$ cat src/shared/aspc_pkg.sv
package aspc_pkg;
   // Register indices carried in the command byte
   localparam logic [3:0] IDX_CTRL = 4'h0;
   localparam logic [3:0] IDX_RES_FIRST = 4'h1;
   localparam logic [3:0] IDX_RES_SECOND = 4'h2;
   localparam logic [3:0] IDX_OFFS0 = 4'h3;
   localparam logic [3:0] IDX_OFFS1 = 4'h4;
   localparam logic [3:0] IDX_OFFS2 = 4'h5;
   localparam logic [3:0] IDX_GAIN_HI = 4'h6;
   localparam logic [3:0] IDX_GAIN1 = 4'h7;
   localparam logic [3:0] IDX_GAIN2 = 4'h8;
   localparam logic [3:0] IDX_CHAN_SEL = 4'h9;
   // Operating modes held in the control register
   localparam logic [3:0] MODE_IDLE = 4'h0;
   localparam logic [3:0] MODE_SINGLE = 4'h2;
   localparam logic [3:0] MODE_CONT = 4'h3;
   localparam logic [3:0] MODE_SINGLE_CHOP = 4'h4;
   localparam logic [3:0] MODE_CONT_CHOP = 4'h5;
   localparam logic [3:0] MODE_OFFS_INT = 4'h8;
   localparam logic [3:0] MODE_GAIN_INT = 4'h9;
   localparam logic [3:0] MODE_OFFS_AMP = 4'hA;
   localparam logic [3:0] MODE_OFFS_SYS = 4'hC;
   localparam logic [3:0] MODE_GAIN_SYS = 4'hD;
   // Command byte fields
   localparam int CMD_IDX_HI = 7;
   localparam int CMD_IDX_LO = 4;
   localparam int CMD_RW_BIT = 3;
   localparam int CMD_LEN_BIT = 2;
   // Link framing and in-band reset
   localparam logic [4:0] CMD_LAST_BIT = 5'h07;
   localparam logic [4:0] DATA8_LAST_BIT = 5'h07;
   localparam logic [4:0] DATA16_LAST_BIT = 5'h0F;
   localparam logic [4:0] RESET_ONES = 5'h17;
   // Start-up hold after an in-band reset
   localparam int STARTUP_NS = 400;
   localparam int CLOCK_PERIOD_NS = 40;
   localparam int STARTUP_CYC_I = (STARTUP_NS + CLOCK_PERIOD_NS - 1) / CLOCK_PERIOD_NS;
   localparam logic [3:0] STARTUP_CYC = 4'(STARTUP_CYC_I);
   // Correction arithmetic: filter full scale 262144, divide by 0x80000
   localparam int SCALE_SHIFT = 19;
   localparam logic signed [30:0] RESULT_MIN = -31'sd32768;
   localparam logic signed [30:0] RESULT_MAX = 31'sd32767;
   localparam logic signed [30:0] OVF_LIMIT_HI = 31'sd32768;
   // Gain calibration target: 32768 * 0x80000 = 2^34
   localparam logic [34:0] GAIN_NUMERATOR = 35'h400000000;
   localparam logic [5:0] DIV_STEPS = 6'h23;
   // Values after reset
   localparam logic [23:0] GAIN_RESET = 24'h010000;
   localparam logic [23:0] OFFS_RESET = 24'h000000;
   // Correction engine states
   typedef enum logic [4:0] {
      ST_IDLE = 5'b00001,
      ST_MUL = 5'b00010,
      ST_STORE = 5'b00100,
      ST_DIV = 5'b01000,
      ST_GSTORE = 5'b10000
   } aspc_core_e;
endpackage

$ cat src/rtl/aspc_top.sv
`timescale 1ns/10ps
// Function
// - Internal gain cal: amp stage one off, stage two unity, reference and ground applied.
// - System gain cal: coefficient makes selected channel read full scale, stored.
// - Non-chopping raw value enters correction at eight times 16-bit full scale.
// - Correction first subtracts stored offset coefficient from raw value.
// - Multiply by gain, divide by 65536 times 8 for 16-bit scale.
// - Overflow flag set outside -32768..+32768, cleared otherwise.
// - On overflow the result saturates to -32768 or +32767 by sign.
// - Chopping modes skip offset subtraction, use gain only.
// - Three wires only; chip select permanently asserted, no framing from it.
// - Data in sampled on falling clock, data out updated on rising.
// - All fields shift most significant bit first.
// - Command byte then one 8 or 16 bit transfer, then back.
// - Command: index bits 7-4, direction bit 3, length bit 2, zeros.
// - Status byte: zeros, pending flag in bit 1, overflow in bit 0.
// - Idle data out shows pending flag: 1 converting, 0 finished.
// - A zero then 23 ones on data in resets the device.
// - Control at index 0, first result at 1; mode 2 starts single.
// - Continuous: ready falls on store, rises after both result reads.
// - Unread result: ready rises at next conversion end, discards, falls again.
// - After gain cal: gain updated, ready falls, mode returns to idle.
module aspc_fifo #(
   parameter int WIDTH = 24,
   parameter int DEPTH = 32
) (
   input wire logic clock,
   input wire logic rst_n,
   input wire logic in_valid,
   output logic in_ready,
   input wire logic [WIDTH-1:0] in_data,
   output logic out_valid,
   input wire logic out_ready,
   output logic [WIDTH-1:0] out_data
);
   localparam int AW = $clog2(DEPTH);
   typedef struct packed {
      logic [AW:0] wr;
      logic [AW:0] rd;
   } aspc_fifo_s;
   aspc_fifo_s s, n;
   logic [WIDTH-1:0] mem [DEPTH];
   logic full, empty;

   // Power of two depth keeps wrap logic to a plain pointer carry
   if (DEPTH < 2 || (DEPTH & (DEPTH - 1)) != 0) begin : g_depth_check
      $error("aspc_fifo depth must be a power of two");
   end

   // Extra pointer bit tells full from empty
   assign full = (s.wr[AW] != s.rd[AW]) && (s.wr[AW-1:0] == s.rd[AW-1:0]);
   assign empty = (s.wr == s.rd);
   assign in_ready = ~full;
   assign out_valid = ~empty;
   assign out_data = mem[s.rd[AW-1:0]];

   // Pointer advance on each accepted beat
   always_comb begin
      n = s;
      if (in_valid && !full) begin
         n.wr = s.wr + 1'b1;
      end
      if (out_ready && !empty) begin
         n.rd = s.rd + 1'b1;
      end
   end

   always_ff @(posedge clock or negedge rst_n) begin
      if (!rst_n) begin
         s <= '0;
      end else begin
         s <= n;
      end
   end

   // Storage has no reset; only written slots are ever read
   always_ff @(posedge clock) begin
      if (in_valid && !full) begin
         mem[s.wr[AW-1:0]] <= in_data;
      end
   end
endmodule // aspc_fifo

module aspc_top
   import aspc_pkg::*;
#(
   parameter int RAW_W = 24,
   parameter int FIFO_DEPTH = 32
) (
   input wire logic clock,
   input wire logic rst_n,
   input wire logic link_clk,
   input wire logic link_din,
   output logic link_dout,
   input wire logic raw_valid,
   output logic raw_ready,
   input wire logic [RAW_W-1:0] raw_data,
   output logic [3:0] conv_mode,
   output logic [2:0] input_channel_select,
   output logic first_stage_enable,
   output logic second_stage_unity,
   output logic ref_to_input,
   output logic gnd_to_input,
   output logic conversion_pending_flag,
   output logic result_overflow_flag
);
   typedef struct packed {
      aspc_core_e st;
      logic [3:0] mode;
      logic ovf;
      logic pend;
      logic [2:0] chsel;
      logic [15:0] res;
      logic [23:0] offs;
      logic [23:0] gain;
      logic rd_first;
      logic rd_second;
      logic sck_s1;
      logic sck_s2;
      logic sck_d;
      logic din_s1;
      logic din_s2;
      logic act;
      logic in_data;
      logic [4:0] cnt;
      logic len16;
      logic [7:0] cmd;
      logic [15:0] shin;
      logic [15:0] shout;
      logic dout;
      logic seen0;
      logic [4:0] ones;
      logic [3:0] hold;
      logic signed [24:0] diff;
      logic signed [49:0] prod;
      logic [34:0] num;
      logic [24:0] rem;
      logic [34:0] quo;
      logic [5:0] dcnt;
   } aspc_state_s;

   localparam aspc_state_s RST_STATE = '{st: ST_IDLE, gain: GAIN_RESET, offs: OFFS_RESET,
                                        default: '0};

   aspc_state_s s, n;
   logic fifo_valid, fifo_pop, rise, fall, chop_mode, cont_mode, reset_hit, q_oor;
   logic [RAW_W-1:0] fifo_data;
   logic signed [24:0] raw_ext, raw_sc, offs_ext;
   logic signed [30:0] q_val;
   logic [15:0] sat_val, full16;
   logic [7:0] stat_byte;
   logic [24:0] r2;

   if (RAW_W < 20 || RAW_W > 24) begin : g_raw_check
      $error("aspc_top raw width must be 20 to 24 bits");
   end

   aspc_fifo #(.WIDTH(RAW_W), .DEPTH(FIFO_DEPTH)) u_raw_fifo (
      .clock(clock),
      .rst_n(rst_n),
      .in_valid(raw_valid),
      .in_ready(raw_ready),
      .in_data(raw_data),
      .out_valid(fifo_valid),
      .out_ready(fifo_pop),
      .out_data(fifo_data)
   );

   // Register readback for the link
   function automatic logic [7:0] reg_rd(input aspc_state_s st, input logic [3:0] idx);
      logic [7:0] r;
      r = 8'h00;
      case (idx)
         IDX_CTRL: r = {2'b00, st.pend, st.ovf, st.mode};
         IDX_RES_FIRST: r = st.res[15:8];
         IDX_RES_SECOND: r = st.res[7:0];
         IDX_OFFS0: r = st.offs[23:16];
         IDX_OFFS1: r = st.offs[15:8];
         IDX_OFFS2: r = st.offs[7:0];
         IDX_GAIN_HI: r = st.gain[23:16];
         IDX_GAIN1: r = st.gain[15:8];
         IDX_GAIN2: r = st.gain[7:0];
         IDX_CHAN_SEL: r = {5'h00, st.chsel};
         default: r = 8'h00;
      endcase
      return r;
   endfunction

   // Register write; results and flags ignore writes
   function automatic aspc_state_s wr_byte(input aspc_state_s st, input logic [3:0] idx,
                                           input logic [7:0] d);
      aspc_state_s r;
      r = st;
      case (idx)
         IDX_CTRL: begin
            r.mode = d[3:0];
            if (d[3:0] != MODE_IDLE) begin
               r.pend = 1'b1;
            end
         end
         IDX_OFFS0: r.offs[23:16] = d;
         IDX_OFFS1: r.offs[15:8] = d;
         IDX_OFFS2: r.offs[7:0] = d;
         IDX_GAIN_HI: r.gain[23:16] = d;
         IDX_GAIN1: r.gain[15:8] = d;
         IDX_GAIN2: r.gain[7:0] = d;
         IDX_CHAN_SEL: r.chsel = d[2:0];
         default: r = st;
      endcase
      return r;
   endfunction

   // Link edges found from the synchronised clock
   assign rise = s.sck_s2 & ~s.sck_d;
   assign fall = ~s.sck_s2 & s.sck_d;
   assign full16 = {s.shin[14:0], s.din_s2};
   assign stat_byte = {6'h00, s.pend, s.ovf};

   // Arithmetic helpers for the correction path
   assign chop_mode = (s.mode == MODE_SINGLE_CHOP) || (s.mode == MODE_CONT_CHOP) ||
                      (s.mode == MODE_GAIN_INT) || (s.mode == MODE_GAIN_SYS);
   assign cont_mode = (s.mode == MODE_CONT) || (s.mode == MODE_CONT_CHOP);
   assign raw_ext = 25'(signed'(fifo_data));
   // Chopped samples sum two half conversions, so they arrive at double scale
   assign raw_sc = chop_mode ? (raw_ext >>> 1) : raw_ext;
   assign offs_ext = {s.offs[23], s.offs};
   assign q_val = s.prod[49:SCALE_SHIFT];
   assign q_oor = (q_val < RESULT_MIN) || (q_val > OVF_LIMIT_HI);
   assign sat_val = q_oor ? (q_val[30] ? 16'h8000 : 16'h7FFF) :
                    ((q_val > RESULT_MAX) ? 16'h7FFF : q_val[15:0]);
   assign r2 = {s.rem[23:0], s.num[34]};

   // Engine and link next state
   always_comb begin
      n = s;
      fifo_pop = 1'b0;
      reset_hit = 1'b0;
      n.sck_s1 = link_clk;
      n.sck_s2 = s.sck_s1;
      n.sck_d = s.sck_s2;
      n.din_s1 = link_din;
      n.din_s2 = s.din_s1;
      case (s.st)
         ST_IDLE: begin
            fifo_pop = fifo_valid;
            if (fifo_valid) begin
               case (s.mode)
                  MODE_SINGLE, MODE_CONT, MODE_SINGLE_CHOP, MODE_CONT_CHOP: begin
                     // Unread result is dropped; ready rises until the new one lands
                     n.pend = 1'b1;
                     n.rd_first = 1'b0;
                     n.rd_second = 1'b0;
                     n.diff = chop_mode ? raw_sc : 25'(raw_sc - offs_ext);
                     n.st = ST_MUL;
                  end
                  MODE_OFFS_INT, MODE_OFFS_AMP, MODE_OFFS_SYS: begin
                     n.offs = raw_sc[23:0];
                     n.pend = 1'b0;
                     n.mode = MODE_IDLE;
                  end
                  MODE_GAIN_INT, MODE_GAIN_SYS: begin
                     // Divisor floor of one avoids a divide by zero on a dead input
                     n.diff = (raw_sc > 0) ? raw_sc : 25'h0000001;
                     n.num = GAIN_NUMERATOR;
                     n.rem = 25'h0000000;
                     n.quo = 35'h000000000;
                     n.dcnt = DIV_STEPS;
                     n.st = ST_DIV;
                  end
                  default: n.st = ST_IDLE;
               endcase
            end
         end
         ST_MUL: begin
            n.prod = 50'(s.diff * signed'({1'b0, s.gain}));
            n.st = ST_STORE;
         end
         ST_STORE: begin
            n.ovf = q_oor;
            n.res = sat_val;
            n.pend = 1'b0;
            if (s.mode == MODE_SINGLE || s.mode == MODE_SINGLE_CHOP) begin
               n.mode = MODE_IDLE;
            end
            n.st = ST_IDLE;
         end
         ST_DIV: begin
            // One quotient bit per cycle, restoring division
            n.num = {s.num[33:0], 1'b0};
            if (r2 >= unsigned'(s.diff)) begin
               n.rem = 25'(r2 - unsigned'(s.diff));
               n.quo = {s.quo[33:0], 1'b1};
            end else begin
               n.rem = r2;
               n.quo = {s.quo[33:0], 1'b0};
            end
            n.dcnt = s.dcnt - 6'h01;
            if (s.dcnt == 6'h01) begin
               n.st = ST_GSTORE;
            end
         end
         ST_GSTORE: begin
            n.gain = (|s.quo[34:24]) ? 24'hFFFFFF : s.quo[23:0];
            n.pend = 1'b0;
            n.mode = MODE_IDLE;
            n.st = ST_IDLE;
         end
         default: n.st = ST_IDLE;
      endcase

      // Link is ignored while the start-up hold runs down
      if (s.hold != 4'h0) begin
         n.hold = s.hold - 4'h1;
      end else begin
         // No chip select: the first clock edge opens a frame
         if ((rise || fall) && !s.act) begin
            n.act = 1'b1;
            n.cnt = 5'h00;
            n.shout = {stat_byte, 8'h00};
         end
         if (rise) begin
            n.dout = s.act ? s.shout[15] : stat_byte[7];
            n.shout = s.act ? {s.shout[14:0], 1'b0} : {stat_byte[6:0], 9'h000};
         end
         if (fall) begin
            n.shin = full16;
            n.cnt = s.cnt + 5'h01;
            if (!s.din_s2) begin
               n.seen0 = 1'b1;
               n.ones = 5'h00;
            end else if (s.seen0 && s.ones != RESET_ONES) begin
               n.ones = s.ones + 5'h01;
            end
            reset_hit = s.seen0 && s.din_s2 && (s.ones == RESET_ONES - 5'h01);
            if (!s.in_data && s.cnt == CMD_LAST_BIT) begin
               n.cmd = full16[7:0];
               n.len16 = full16[CMD_LEN_BIT];
               n.in_data = 1'b1;
               n.cnt = 5'h00;
               n.shout = {reg_rd(s, full16[CMD_IDX_HI:CMD_IDX_LO]),
                          full16[CMD_LEN_BIT] ?
                          reg_rd(s, 4'(full16[CMD_IDX_HI:CMD_IDX_LO] + 4'h1)) : 8'h00};
            end else if (s.in_data &&
                         s.cnt == (s.len16 ? DATA16_LAST_BIT : DATA8_LAST_BIT)) begin
               if (!s.cmd[CMD_RW_BIT]) begin
                  if (s.len16) begin
                     n = wr_byte(n, s.cmd[CMD_IDX_HI:CMD_IDX_LO], full16[15:8]);
                     n = wr_byte(n, 4'(s.cmd[CMD_IDX_HI:CMD_IDX_LO] + 4'h1), full16[7:0]);
                  end else begin
                     n = wr_byte(n, s.cmd[CMD_IDX_HI:CMD_IDX_LO], full16[7:0]);
                  end
               end else begin
                  if (s.cmd[CMD_IDX_HI:CMD_IDX_LO] == IDX_RES_FIRST) begin
                     n.rd_first = 1'b1;
                     n.rd_second = n.rd_second | s.len16;
                  end
                  if (s.cmd[CMD_IDX_HI:CMD_IDX_LO] == IDX_RES_SECOND) begin
                     n.rd_second = 1'b1;
                  end
                  if (n.rd_first && n.rd_second && cont_mode && s.st != ST_STORE) begin
                     n.pend = 1'b1;
                     n.rd_first = 1'b0;
                     n.rd_second = 1'b0;
                  end
               end
               // Back to waiting for a command byte
               n.in_data = 1'b0;
               n.act = 1'b0;
               n.cnt = 5'h00;
            end
         end
      end
      // Outside a frame the pin shows the pending flag
      if (!n.act) begin
         n.dout = s.pend;
      end
      // In-band reset returns all state but the synchronisers and the start-up hold; the raw FIFO is not cleared
      if (reset_hit) begin
         n = RST_STATE;
         n.hold = STARTUP_CYC;
         n.sck_s1 = link_clk;
         n.sck_s2 = s.sck_s1;
         n.sck_d = s.sck_s2;
         n.din_s1 = link_din;
         n.din_s2 = s.din_s1;
      end
   end

   always_ff @(posedge clock or negedge rst_n) begin
      if (!rst_n) begin
         s <= RST_STATE;
      end else begin
         s <= n;
      end
   end

   // Converter-side controls follow the current mode and the channel select register
   assign link_dout = s.dout;
   assign conv_mode = s.mode;
   assign input_channel_select = s.chsel;
   assign first_stage_enable = !((s.mode == MODE_GAIN_INT) || (s.mode == MODE_OFFS_INT));
   assign second_stage_unity = (s.mode == MODE_GAIN_INT) || (s.mode == MODE_OFFS_INT);
   assign ref_to_input = (s.mode == MODE_GAIN_INT);
   assign gnd_to_input = (s.mode == MODE_GAIN_INT) || (s.mode == MODE_OFFS_INT);
   assign conversion_pending_flag = s.pend;
   assign result_overflow_flag = s.ovf;
endmodule // aspc_top

$ cat config.mk
export PLATFORM = sky130hd
export DESIGN_NAME = aspc_top
export DESIGN_NICKNAME = d
export VERILOG_FILES = /design/src/shared/aspc_pkg.sv /design/src/rtl/aspc_top.sv
export SDC_FILE = /design/constraint.sdc
export NUM_CORES = 2
export LEC_CHECK = 0
export ABC_AREA = 1
export BUFFER_PORTS_ARGS = -buffer_cell sky130_fd_sc_hd__buf_2
export CAP_MARGIN = 20
export CORE_ASPECT_RATIO = 0.5
export CORE_MARGIN = 2
export CORE_UTILIZATION = 44
export DETAILED_ROUTE_END_ITERATION = 10
export GPL_TIMING_DRIVEN = 1
export PLACE_DENSITY = 0.58
export SLEW_MARGIN = 20
export SYNTH_ARGS = -nofsm -noshare
export SYNTH_HDL_FRONTEND = slang
export SYNTH_SLANG_ARGS = --single-unit
$ cat constraint.sdc
create_clock -name clock -period 11.9 [get_ports clock]
set_input_delay 2.38 -clock clock [delete_from_list [all_inputs] [get_ports clock]]
set_output_delay 2.38 -clock clock [all_outputs]
set_load 0.005 [all_outputs]
Word-level counts from Yosys, hierarchy flattened
Memory sizes are Yosys's and may differ from the RTL's.
Cells that the tools add are included.
Storage, ports and cells
  memories kept: 1
  register bits: 331
  output and inout port bits: 15
  word-level logic and storage cells: 299
  bits of input ports: 29
  RAM bits: 768
Memory list
  u_raw_fifo.mem: words 32, bits a word 24, rd ports 1, clocked after Yosys merged registers in 0, wr ports 1, line aspc_top.sv:42  | logic [WIDTH-1:0] mem [DEPTH];
Cells by class
  $add $sub $neg: 10
  reductions and logical operators: 51
  equality and inequality tests: 62
  $mul: 1
  order comparisons: 5
  bitwise gates (word level): 7
  multiplexer cells: 127
Operators with widths (count)
  $mux 315: 3
  $mux 320: 1
  $mux 240: 1
  $mux 101: 2
  $pmux 101 s2: 1
  $mux 187: 1
  $mux 176: 1
  $pmux 8 s10: 2
  $mux 8: 19
  $mux 135: 1
  $mux 16: 8
  $mux 24: 5
  $mux 25: 4
  $mux 81: 1
  $eq 4x3->1 const B: 18
  $mux 67: 1
  $mux 60: 1
  $eq 4x4->1 const B: 13
  $mul 25x25->50: 1
  $mux 50: 1
  $pmux 25 s2: 1
  $eq 4x2->1 const B: 9
  $mux 5: 7
  $mux 1: 34
  other kinds (57): 127

Depth between registers and ports, before layout
  depth after elaboration: 29
  mapped depth: 33
  mapped depth without buffers: 31

Cells and area by module
A second synthesis with hierarchy kept.
Unflattened totals
  cells, all modules: 8916
  area, all modules: 74884.3 µm²
Modules (own cells, without submodules)
  aspc_top: sequential area each 6558.8 µm², instances 1, cells each 6197, area an instance 43315.3 µm²
  aspc_fifo: sequential area each 23362.4 µm², instances 1, cells each 2719, area an instance 31569.0 µm²

Worst setup path before layout
OpenSTA, ideal clock, no wires.
  path kind: register to register
  start: register s[244] (netlist name)
  end: register s (netlist bit q_val[29])
  path slack: 5.158 ns
  required time: 11.774 ns
  stages on the path, launching flop included: 29
  library setup time: 0.126 ns
  clock period less this slack: 6.742 ns
  arrival: 6.616 ns
  cells stage by stage: dfrtp_1 -> clkbuf_1 -> buf_1 -> nand2_1 -> inv_1 -> fa_1 -> fa_1 -> inv_1 -> fa_1 -> inv_1 -> fa_1 -> fa_1 -> fa_1 -> inv_1 -> fa_1 -> inv_1 -> ha_1 -> nand2_1 -> nor2_1 -> inv_1 -> nor2_1 -> inv_1 -> nor2_1 -> inv_1 -> or2_2 -> nand3_1 -> nand2_1 -> nand3_1 -> o21ai_0
Between the ends
  cells in the longest elaborated chain, start to end: 9
RTL lines
  start: declaration: line aspc_top.sv:145  | aspc_state_s s, n;
  start signal: assignment: line aspc_top.sv:393  | s <= n;
  $mul 25x25->50 (*): line aspc_top.sv:275  | n.prod = 50'(s.diff * signed'({1'b0, s.gain}));
  $mux 50 (*): line aspc_top.sv:243  | case (s.st)
  $mux 315: line aspc_top.sv:346  | if (s.len16) begin
  $mux 240: line aspc_top.sv:345  | if (!s.cmd[CMD_RW_BIT]) begin
  $mux 315: line aspc_top.sv:343  | end else if (s.in_data &&
  $mux 187: line aspc_top.sv:335  | if (!s.in_data && s.cnt == CMD_LAST_BIT) begin
  $mux 315: line aspc_top.sv:325  | if (fall) begin
  $mux 176 (*): line aspc_top.sv:312  | if (s.hold != 4'h0) begin
  $mux 320 (*): line aspc_top.sv:378  | if (reset_hit) begin
Mark *: on every way between the ends. The rest lies on a longest branch, timed or not. The select of a mux whose other input is x is not followed.
A chain may end at the register's enable or synchronous reset.

Worst setup path in the final report
  start: register s[175] (netlist name)
  end: register s (netlist bit q_val[29])
Same word-level chain as after synthesis.

==> results.ini <==
[synth]
synth_nets=9205
async_flop_share=0.263
yosysUniqueCellTypes=55
syn-instance-count=8340
synth_ff_type=edfxtp_1
synth_area_per_cell_um2=8.75
synth-seq-cells=1042
synthTopCellsByArea=edfxtp_1, fa_1, nand2_1
seq_area_frac_synth=0.410
synth_top_cell_by_area=edfxtp_1
synth_edf_count=768
synth_area_um2=73000
synth_top_cell_area_share=0.316
ys_top_cells_by_count=nand2_1, inv_1, edfxtp_1
yosys.cell_count.top_type=nand2_1
ys_warn_count=0

[setup_path]
crit_path_end_kind=register
path_max_fanout=25
crit_path_top_delay_cell=dfrtp_1
required_ns=12.48
r2r_start=s[175]
reg2reg_depth=26
slowest_delay_ns=0.96
arrival_ns=8.31
cpMostUsedCell=inv_1
cp-start-kind=register
r2r_slack_ns=4.16
path_class=reg2reg
worstSetupStartpoint=s[175]
r2r-end=q_val[29]

[timing]
period_minus_slack_ns=7.74
setup_ws_ns=4.16
maxSlewHeadroom=0.240
rsz0062_at_grt=false
setup_viol_count_final=0
worst_pin_slew_ns=1.14
fmax_ghz=0.129
slew_violations=0
hold_violations=0
hold_ws_ns=0.352
finalClockSkew_ns=0.0551
period_share=0.650
finalSetupTns_ns=0

[clock_tree]
tritoncts=done
hold_buffers=0
cts.sink_count=1042
cts.path.max_buffers=3
numCtsBuffers=99
cts_resized=0
clk_latency_ns=0.74
root_buffer=clkbuf_16
cts_setup_buffers=0
cts_max_level=3
clkTransAtPathRegs_ns=0.06

[drt]
wire_per_inst_um=21.6
drt-initial-drc-count=5357
via_count=55900
wl_um=226000
drtAntennaViolNets=0
drtPass1Iterations=6
viasPerCell=5.34
route.detailed.drc=0

[worst_hold_path]
hp-start=s[239]
hold_path.class=reg2reg
hold_end=s[238]
hold_depth=0

[finish]
finalInstanceArea_um2=78900
fin_util=0.480
nets=9054
fill_cells=15700
multi_input_area_um2=35500
ff_latch_area_um2=29900
syn2layout_area_growth_pct=8.03
diodes=0
stdcell_count=10500
drive_above_1_share=0.0487

[global_routing]
overflow=0
antenna_found_initial=6
grt_pass1_wl_um=344000
grt_pass1_vias=55200
grt.total_usage=0.267
use_met1=0.366
grt_busiest_layer=met2
use_met3=0.0330
grtUsageMet2=0.441
grt_max_degree=179

[floorplanning]
die_x_um=580
coreArea_um2=164000
fp.dieH_um=292
num_rows=105
dieArea_um2=169000
pin_count=44
initial_utilization=0.444

[place]
io_buffers=43
post-place-ws_ns=4.10
place_inst=10300
finalWeightedCongestion=0.981
dpl.hpwl_um=153000
placed_area_um2=75500

[power]
p_per_area_nw_per_um2=181
fin_total_pwr_mw=14.2
p_leak_nw=37.7
peakVddDrop_mv=0.199

[flow_run]
drv_cap=0

[outcome]
status=complete, no violations

==> state kept, by name, indices dropped and copies added, names as in the netlist <==
name,flops
u_raw_fifo.s,12
conversion_pending_flag,1
conv_mode,4
input_channel_select,3
link_dout,1
offs_ext,24
full16,16
q_val,31
u_raw_fifo.mem,768
s,156
result_overflow_flag,1
r2,25
==> per-layer routing <==
| metal | vias up | wire length [um] |
|---|---|---|
| met5 | - | 64 |
| met4 | 8 | 8000 |
| met2 | 1846 | 105000 |
| met3 | 404 | 13500 |
| li1 | 26000 | - |
| met1 | 27600 | 98700 |
==> worst max-delay path by stage <==
stage,to,cells after the start
floorplan,q_val[29],28
global route,q_val[29],26
global placement,q_val[29],24
CTS,q_val[25],24
finish,q_val[29],26
detailed placement,q_val[29],26
==> kinds of logic (layout without fill, tap and decap cells) <==
group | after synthesis | count (layout) | synth area share
and+or+nand+nor | 3321 | 3321 | 0.182
adders and majority gates | 836 | 836 | 0.209
buffers and inverters | 2037 | 1971 | 0.108
xor gates and xnor gates | 71 | 71 | 0.00852
AOI/OAI and AO/OA | 1033 | 1033 | 0.0830
DFF | 1042 | 1042 | 0.410
==> cells in the final DEF, fill, tap and decap left out, drive strengths merged, types with 3 or more instances in the layout <==
cell and count:
nor3 45, a2111oi 3, o31ai 6, o221ai 8, fa 634, a32o 5, clkinvlp 4, o311ai 3
inv 1616, clkinv 57, edfxtp 768, or2 19, nand3 448, nand4 40, nand2 2131, xor2 37
o21ai 374, o21a 12, xnor2 34, o211ai 48, a31oi 32, a21o 9, o21bai 7, a21boi 3
a221oi 51, buf 164, bufinv 8, nor4 16, o22ai 168, dfrtp 272, a21oi 259, a211oi 7
ha 202, nor2 615, clkbuf 122, o2111ai 5, o32ai 12, a31o 4, a22oi 12
==> where the power goes <==
part	internal, mW	switching (mW)	total (mW)
Clock	1.80	1.50	3.30
Sequential	4.22	0.253	4.47
Combinational	1.81	4.65	6.46
==> final cells by class <==
type	count	share of cell area
clock buffers	122	0.0342
flip-flops and latches	1042	0.380
repair buffers	164	0.0163
multi-input cells	5261	0.450
inverters	1621	0.0773
clock inverters	64	0.00798
well taps	2193	0.0348
==> critical path, delay by kind of cell, from the launching register on <==
| kind | cells | cell delay (ns) |
|---|---|---|
| adders and majority gates | 8 | 4.12 |
| AOI/OAI and AO/OA | 1 | 0.10 |
| and+or+nand+nor | 9 | 1.27 |
| buffers and inverters | 8 | 1.13 |
| DFF | 1 | 0.96 |
Note: power is estimated with default switching activity, not from simulation.
